**config.mk**
```make
export PLATFORM = sky130hd
export DESIGN_NAME = mem_tap
export DESIGN_NICKNAME = d
export VERILOG_FILES = /design/src/hw/tap_pkg.sv /design/src/hw/pin_sync.sv /design/src/hw/mem_tap.sv
export SDC_FILE = /design/constraint.sdc
export NUM_CORES = 1
export LEC_CHECK = 0
export BUFFER_PORTS_ARGS = -buffer_cell sky130_fd_sc_hd__buf_2
export CAP_MARGIN = 25
export CORE_MARGIN = 2
export CORE_UTILIZATION = 35
export CTS_BUF_LIST = sky130_fd_sc_hd__clkbuf_4 sky130_fd_sc_hd__clkbuf_8
export DETAILED_ROUTE_END_ITERATION = 12
export GPL_TIMING_DRIVEN = 0
export MAX_ROUTING_LAYER = met4
export PLACE_DENSITY = 0.53
export SYNTH_ARGS = -nofsm -noshare
export SYNTH_HDL_FRONTEND = slang
export SYNTH_HIERARCHICAL = 1
export SYNTH_SLANG_ARGS = --single-unit
```
**constraint.sdc**
```tcl
create_clock -name core_clk_in -period 3.7 [get_ports core_clk_in]
set_input_delay 0.37 -clock core_clk_in [delete_from_list [all_inputs] [get_ports core_clk_in]]
set_output_delay 0.37 -clock core_clk_in [all_outputs]
set_load 0.02 [all_outputs]
```
**src/hw/tap_pkg.sv**
```systemverilog
// shared constants for the memory test access port
package tap_pkg;
  localparam int          IR_W          = 3;
  localparam int          BYPASS_W      = 1;
  localparam int          ID_W          = 32;
  localparam int          BSR_W_X36     = 73;
  localparam int          BSR_W_X18     = 54;
  localparam logic [2:0]  INS_EXTEST    = 3'h0;
  localparam logic [2:0]  INS_SAMPLE_Z  = 3'h1;
  localparam logic [2:0]  INS_IDCODE    = 3'h2;
  localparam logic [2:0]  INS_SAMPLE    = 3'h3;
  localparam logic [2:0]  INS_BYPASS    = 3'h7;
  localparam logic [1:0]  IR_CAPTURE    = 2'h1;
  localparam logic [31:0] ID_VALUE      = 32'h1234_5679;
  localparam int          RESET_TMS_CNT = 5;
  typedef enum logic [3:0] {
    S_RESET, S_IDLE, S_SEL_DR, S_CAP_DR, S_SH_DR, S_EX1_DR, S_PAU_DR, S_EX2_DR, S_UPD_DR,
    S_SEL_IR, S_CAP_IR, S_SH_IR, S_EX1_IR, S_PAU_IR, S_EX2_IR, S_UPD_IR
  } tap_state_t;
endpackage

```
**src/hw/pin_sync.sv**
```systemverilog
// three-stage synchroniser that reports a level once stages two and three agree
`timescale 1ns/1ps
module pin_sync #(
  parameter logic RESET_VAL = 1'b0
) (
  input  wire logic core_clk_in,
  input  wire logic resetn_in,
  input  wire logic pin_in,
  output logic      level_out
);
  logic s1_q;
  logic s2_q;
  logic s3_q;

  always_ff @(posedge core_clk_in) begin
    if (!resetn_in) begin
      s1_q      <= RESET_VAL;
      s2_q      <= RESET_VAL;
      s3_q      <= RESET_VAL;
      level_out <= RESET_VAL;
    end else begin
      s1_q <= pin_in;
      s2_q <= s1_q;
      s3_q <= s2_q;
      if (s2_q == s3_q) begin
        level_out <= s3_q;
      end
    end
  end
endmodule

```
**src/hw/mem_tap.sv**
```systemverilog
// test access port of the synchronous memory, sampled on the core clock
//
// Operation
// - sample on test clock rise, drive on fall
// - state machine steps by mode select each rise
// - floating mode select reads as high
// - instruction picks one register in scan path
// - serial input enters register most significant bit
// - serial output shows lsb, shifting states only
// - five high mode select edges force reset
// - port reset leaves memory function alone
// - power-up reset leaves serial output floating
// - three-bit instruction shifts in during Shift-IR
// - reset loads identification-read instruction
// - Capture-IR loads 01 into low bits
// - one-bit bypass stage between input and output
// - bypass instruction clears bypass bit
// - boundary register one bit per pin
// - Capture-DR snapshots pins, Shift-DR shifts them
// - extest, sample, sample-z capture the pin ring
// - identification register captures fixed 32-bit code
// - all-zero instruction samples and floats outputs
// - sample-z shifts boundary and floats outputs
// - Update-DR under sample acts like pause
`timescale 1ns/1ps
module mem_tap #(
  parameter int BSR_W = tap_pkg::BSR_W_X36
) (
  input  wire logic             core_clk_in,
  input  wire logic             resetn_in,
  input  wire logic             tck_in,
  input  wire logic             tms_in,
  input  wire logic             tms_driven_in,
  input  wire logic             tdi_in,
  input  wire logic [BSR_W-1:0] pins_in,
  output logic                  tdo_out,
  output logic                  tdo_oe_out,
  output logic                  mem_hiz_out,
  output logic [2:0]            ir_out
);
  import tap_pkg::*;

  // ----------------------------------------------------------------
  // pin synchronisers
  // ----------------------------------------------------------------
  logic tck_s;
  logic tms_s;
  logic tdi_s;
  logic tms_raw;
  logic tck_q;

  // an undriven mode select pulls high, keeping the port parked in reset
  assign tms_raw = tms_driven_in ? tms_in : 1'b1;

  pin_sync #(.RESET_VAL(1'b0)) u_tck (
    .core_clk_in (core_clk_in),
    .resetn_in   (resetn_in),
    .pin_in      (tck_in),
    .level_out   (tck_s)
  );
  pin_sync #(.RESET_VAL(1'b1)) u_tms (
    .core_clk_in (core_clk_in),
    .resetn_in   (resetn_in),
    .pin_in      (tms_raw),
    .level_out   (tms_s)
  );
  pin_sync #(.RESET_VAL(1'b1)) u_tdi (
    .core_clk_in (core_clk_in),
    .resetn_in   (resetn_in),
    .pin_in      (tdi_in),
    .level_out   (tdi_s)
  );

  // ----------------------------------------------------------------
  // test clock edges
  // ----------------------------------------------------------------
  logic rise;
  logic fall;

  // a held-low test clock yields no edges, so the port never moves
  assign rise = tck_s & ~tck_q;
  assign fall = ~tck_s & tck_q;

  // ----------------------------------------------------------------
  // controller state machine
  // ----------------------------------------------------------------
  tap_state_t state_q;
  tap_state_t state_d;

  always_comb begin
    state_d = state_q;
    case (state_q)
      S_RESET:  state_d = tms_s ? S_RESET  : S_IDLE;
      S_IDLE:   state_d = tms_s ? S_SEL_DR : S_IDLE;
      S_SEL_DR: state_d = tms_s ? S_SEL_IR : S_CAP_DR;
      S_CAP_DR: state_d = tms_s ? S_EX1_DR : S_SH_DR;
      S_SH_DR:  state_d = tms_s ? S_EX1_DR : S_SH_DR;
      S_EX1_DR: state_d = tms_s ? S_UPD_DR : S_PAU_DR;
      S_PAU_DR: state_d = tms_s ? S_EX2_DR : S_PAU_DR;
      S_EX2_DR: state_d = tms_s ? S_UPD_DR : S_SH_DR;
      S_UPD_DR: state_d = tms_s ? S_SEL_DR : S_IDLE;
      S_SEL_IR: state_d = tms_s ? S_RESET  : S_CAP_IR;
      S_CAP_IR: state_d = tms_s ? S_EX1_IR : S_SH_IR;
      S_SH_IR:  state_d = tms_s ? S_EX1_IR : S_SH_IR;
      S_EX1_IR: state_d = tms_s ? S_UPD_IR : S_PAU_IR;
      S_PAU_IR: state_d = tms_s ? S_EX2_IR : S_PAU_IR;
      S_EX2_IR: state_d = tms_s ? S_UPD_IR : S_SH_IR;
      S_UPD_IR: state_d = tms_s ? S_SEL_DR : S_IDLE;
      default:  state_d = S_RESET;
    endcase
  end

  // ----------------------------------------------------------------
  // instruction decode
  // ----------------------------------------------------------------
  logic [IR_W-1:0] ir_q;
  logic [IR_W-1:0] ir_sh_q;
  logic            sel_bsr;
  logic            sel_id;
  logic            sel_byp;
  logic            float_ins;

  assign sel_bsr   = (ir_q == INS_EXTEST) | (ir_q == INS_SAMPLE) | (ir_q == INS_SAMPLE_Z);
  assign sel_id    = (ir_q == INS_IDCODE);
  assign sel_byp   = ~sel_bsr & ~sel_id;
  assign float_ins = (ir_q == INS_EXTEST) | (ir_q == INS_SAMPLE_Z);

  // ----------------------------------------------------------------
  // data registers and instruction register
  // ----------------------------------------------------------------
  logic [BSR_W-1:0] bsr_q;
  logic [ID_W-1:0]  id_q;
  logic             byp_q;

  // memory port is never touched here, so port resets are harmless to it
  always_ff @(posedge core_clk_in) begin
    if (!resetn_in) begin
      tck_q   <= 1'b0;
      state_q <= S_RESET;
      ir_q    <= INS_IDCODE;
      ir_sh_q <= INS_IDCODE;
      bsr_q   <= '0;
      id_q    <= '0;
      byp_q   <= 1'b0;
    end else begin
      tck_q <= tck_s;
      if (rise) begin
        state_q <= state_d;
        case (state_q)
          S_RESET: begin
            ir_q <= INS_IDCODE;
          end
          S_CAP_IR: begin
            ir_sh_q <= {ir_q[IR_W-1:2], IR_CAPTURE};
          end
          S_SH_IR: begin
            ir_sh_q <= {tdi_s, ir_sh_q[IR_W-1:1]};
          end
          S_UPD_IR: begin
            ir_q <= ir_sh_q;
          end
          S_CAP_DR: begin
            if (sel_bsr) begin
              bsr_q <= pins_in;
            end
            if (sel_id) begin
              id_q <= ID_VALUE;
            end
            if (sel_byp) begin
              byp_q <= 1'b0;
            end
          end
          S_SH_DR: begin
            if (sel_bsr) begin
              bsr_q <= {tdi_s, bsr_q[BSR_W-1:1]};
            end
            if (sel_id) begin
              id_q <= {tdi_s, id_q[ID_W-1:1]};
            end
            if (sel_byp) begin
              byp_q <= tdi_s;
            end
          end
          // update of the data path has no target: no preload stage exists
          S_UPD_DR: begin
            bsr_q <= bsr_q;
          end
          default: begin
            byp_q <= byp_q;
          end
        endcase
        if (state_d == S_RESET) begin
          ir_q <= INS_IDCODE;
        end
      end
    end
  end

  // ----------------------------------------------------------------
  // serial output, changed on the falling test clock edge; float and instruction outputs follow every core clock
  // ----------------------------------------------------------------
  logic tdo_d;
  logic shift_st;

  assign shift_st = (state_q == S_SH_IR) | (state_q == S_SH_DR);
  assign tdo_d    = (state_q == S_SH_IR) ? ir_sh_q[0] :
                    sel_bsr ? bsr_q[0] :
                    sel_id  ? id_q[0]  : byp_q;

  always_ff @(posedge core_clk_in) begin
    if (!resetn_in) begin
      tdo_out     <= 1'b0;
      tdo_oe_out  <= 1'b0;
      mem_hiz_out <= 1'b0;
      ir_out      <= INS_IDCODE;
    end else begin
      mem_hiz_out <= float_ins;
      ir_out      <= ir_q;
      if (fall) begin
        tdo_out    <= tdo_d;
        tdo_oe_out <= shift_st;
      end
    end
  end

  // ----------------------------------------------------------------
  // checks
  // ----------------------------------------------------------------
  logic [2:0] ones_cnt_q;

  always_ff @(posedge core_clk_in) begin
    if (!resetn_in) begin
      ones_cnt_q <= 3'h0;
    end else if (rise) begin
      ones_cnt_q <= !tms_s ? 3'h0 : (ones_cnt_q == 3'h7 ? 3'h7 : ones_cnt_q + 3'h1);
    end
  end
endmodule

```
==> summary.md <==
| Metric | Value |
|---|---|
| Outcome | complete, no violations |
| Synth warnings | 6 |
| Filler cells | ~1600 |
| Global routing usage summed across all routing layers | 17.77% |
| Proportion of power drawn by flip-flops and latches | between 50% and 60% |
| Number of antenna violations at the first check in global routing | 0 |
| Number of buffers added by the clock tree synthesis step | 17 |
| Logic gate share of total power | roughly 3.6% |
| Worst EP arrival | around 2.7 ns |
| Diodes inserted | 0 |
| Syn Std Cell Area | about 5700 um2 |
| Footprint of the multi-input gates | 2688 um2 |
| Vias after detailed routing | ~5200 |
| Worst endpoint required time | approximately 4 ns |
| Number of cells on the worst reg-to-reg path | 8 |
| Count of buffers inserted at the top-level ports | between 80 and 90 |
| Clock group share of total power | a little over two fifths |
| Leakage power | ~0.0025 uW |
| Slack of the worst reg-to-reg path | about 1.3 ns |
| Count of max-cap constraint violations | 0 |
| Slew headroom | between 40% and 50% |
| Number of routed nets with antenna violations | 0 |
| Endpoint of the worst register-to-register path | bsr_q[57] |
| Switching power total | about 640 uW |
| Clock latency of the later-clocked register in the worst-skew pair | between 0.4 and 0.5 ns |
| Routed len/inst | between 10 and 15 um |
| Final Hold Slack | a little over 0.09 ns |
| Initial Utilization | between 30% and 40% |
| Per-instance average area after synthesis | roughly 8 um2 |
| Routed WL | 14510 um |
| Most frequently used flop master after synthesis | dfxtp_1 |
| Weighted congestion at the end of routability-driven global placement | around 0.82 |
| Hold Buf Count CTS | 0 |
| Worst Setup Path Type | reg2reg |
| Floorplan core area | 15940 um2 |
| Clk Tree Root Cell | clkbuf_8 |
| Layout Skew | roughly 0.013 ns |
| Setup TNS | 0 ns |
| Fraction of the cycle the final worst path needs | 63.54% |
| Category of the worst setup path launch point | flop |
| Level count of the clock H-tree | 4 |
| FMAX | roughly 430 MHz |
| Total count of max-transition violations in the final report | 0 |
| Top library cells by usage in the layout, fill and taps aside | 172 x nand2_1, 135 x dfxtp_1, 101 x buf_2 |
| Final setup violating endpoints | 0 |
| Sequential Area | roughly 2700 um2 |
| RR Startpoint | state_q[0] |
| Worst-path fanout max | 10 |
| Switch share | 23.81% |
| Instance count along the most critical hold path | 2 |
| First-pass iteration count of the detailed router | 4 |
| CTS Sinks | about 140 |
| Most common cell after layout, fill and taps aside | nand2_1 |
| Die outline area | ~17000 um2 |
| First-pass GRT wire length | between 20000 and 25000 um |
| Async set or reset register ratio after synthesis | 0% |
| Syn_nets | just under 800 |
| Transition time at the pin with the least slew margin | 0.8189 ns |
| Path type of the worst min-delay path | in2reg |
| Worst Setup End Kind | flop |
| Vias in the first global route | just over 5000 |
| VDD IR max | 0.0002267 V |
| Area fraction of the dominant cell type after synthesis | 47.10% |
| Fraction of final layout cells sized beyond drive strength 1 | 21.81% |
| P&R area growth vs syn | 18.45% |
| # resized after CTS | 0 |
| Sequential-to-total area share from yosys stat | between 40% and 50% |
| Final Critical Period | 2.351 ns |
| Count of unique library cells instantiated by Yosys | 48 |
| Number of hold violations in the final report | 0 |
| Largest area contributor in the netlist | dfxtp_1 |
| Area post-placement | ~6400 um2 |
| Number of synthesized flops with an enable pin | 0 |
| Detailed Place HPWL | roughly 10000 um |
| Hold Path Origin | tdi_in |
| Mean number of vias per cell | 5.049 |
| Residual overflow from global routing | 0 |
| Post-route cell area | about 7000 um2 |
| Width of the chip | ~130 um |
| Count of state elements after synthesis | approximately 140 |
| End point of the worst hold path | u_tdi/s1_q |
| Post-CTS Setup Inserts | 0 |
| Internal power | 2056 uW |
| I/O pin total | 85 |
| Count of mapped cells out of synthesis | 700 |
| Clock slew seen by the registers of the worst setup and hold paths | 0.08 ns |
| DRC errors left | 0 |
| Buffer levels on the longest clock path | 2 |
| Iteration-0 DRC Markers | ~270 |
| Number of nets in the final layout | ~880 |
| Unrepaired setup endpoints after global routing | no |
| Pin count of the biggest net entering global routing | 17 |
| CTS tree | yes |
| Chip height | ~130 um |
| Main area contributors after synthesis | dfxtp_1 47%, a311oi_1 11%, nand2_1 11% |
| Total power per unit cell area | 397.0 nW/um2 |
| Core Rows | 46 |
-- cells in the mapped netlist, types with 2 or more instances --
cell,instances
and3_1,2
nor3_1,5
buf_2,17
nor3_2,24
mux2_2,2
dfxtp_1,135
clkbuf_1,33
a311oi_1,74
nand2_1,172
and2_1,5
inv_1,9
buf_4,9
o21ai_0,11
or2_2,3
nand3_1,24
nor2b_1,3
nand2b_1,11
a31oi_1,6
buf_6,3
o21ai_1,3
nor2_1,97
a21oi_1,26
-- power by group through the flow --
stage	Sequential [uW]	Combinational [uW]	Clock, uW
global placement	1490	97.0	0
global route	1460	109	1250
finish	1460	97.4	1140
floorplan	1490	39.3	0
detailed placement	1490	97.4	0
CTS	1460	98.2	1180
-- registers in the layout, indices dropped and copies added, names as in the netlist, 3 cells and up --
signal,flops
state_q,4
bsr_q,73
ir_out,3
ir_sh_q,3
ir_q,3
id_q,32
-- layer usage --
| layer | track usage [%] | wire length (um) |
|---|---|---|
| met5 | - | 0 |
| met1 | 21.89 | 6897 |
| met2 | 28.01 | 6605 |
| met4 | 6.824 | 286 |
| met3 | 4.498 | 715 |
-- metrics by stage --
| step | cells | util (%) | worst slack, ns | total power [uW] |
|---|---|---|---|---|
| after CTS | 1032 | 42.63 | 1.290 | 2735 |
| after detailed placement | 1000 | 40.32 | 1.327 | 1588 |
| after global routing | 1032 | 42.63 | 1.081 | 2814 |
| final | 1032 | 42.63 | 1.349 | 2698 |
| after global placement | 1000 | 40.32 | 1.348 | 1588 |
| after floorplan | 700 | - | 1.801 | 1530 |
-- worst max-delay path: stages (launching register included) --
cell      delay, ns
dfxtp_1        0.31
buf_2          0.19
nand2b_1       0.14
or2_2          0.11
clkbuf_1       0.40
buf_2          0.34
clkbuf_1       0.39
nand2_1        0.11
a311oi_1       0.27
-- how the worst max path moves through the flow --
stage / start / endpoint / cells after the start
after floorplan: ir_q[2] / id_q[6] / 5
after global placement: state_q[0] / bsr_q[65] / 8
after detailed placement: state_q[0] / bsr_q[66] / 8
after CTS: state_q[0] / bsr_q[57] / 8
after global routing: state_q[0] / bsr_q[58] / 8
final: state_q[0] / bsr_q[57] / 8
-- kinds of logic (layout without fill, tap and decap cells) --
group | count (synthesis) | after routing | synth area share, %
and+or+nand+nor | 355 | 355 | 28.26
DFF | 135 | 135 | 47.10
xor gates and xnor gates | 1 | 1 | 0.1527
buffers and inverters | 72 | 188 | 6.062
AOI/OAI and AO/OA | 135 | 135 | 18.03
muxes | 2 | 2 | 0.3925
-- area by class of cell --
cell class	count	area share, %
well taps	216	3.976
plain buffers	63	4.621
inverters	9	0.4971
flip-flops and latches	135	39.76
multi-input cells	493	39.54
clock buffers	19	3.848
clock inverters	13	1.565
repair buffers	84	6.186
No activity file was read; power rests on OpenSTA's default activity.
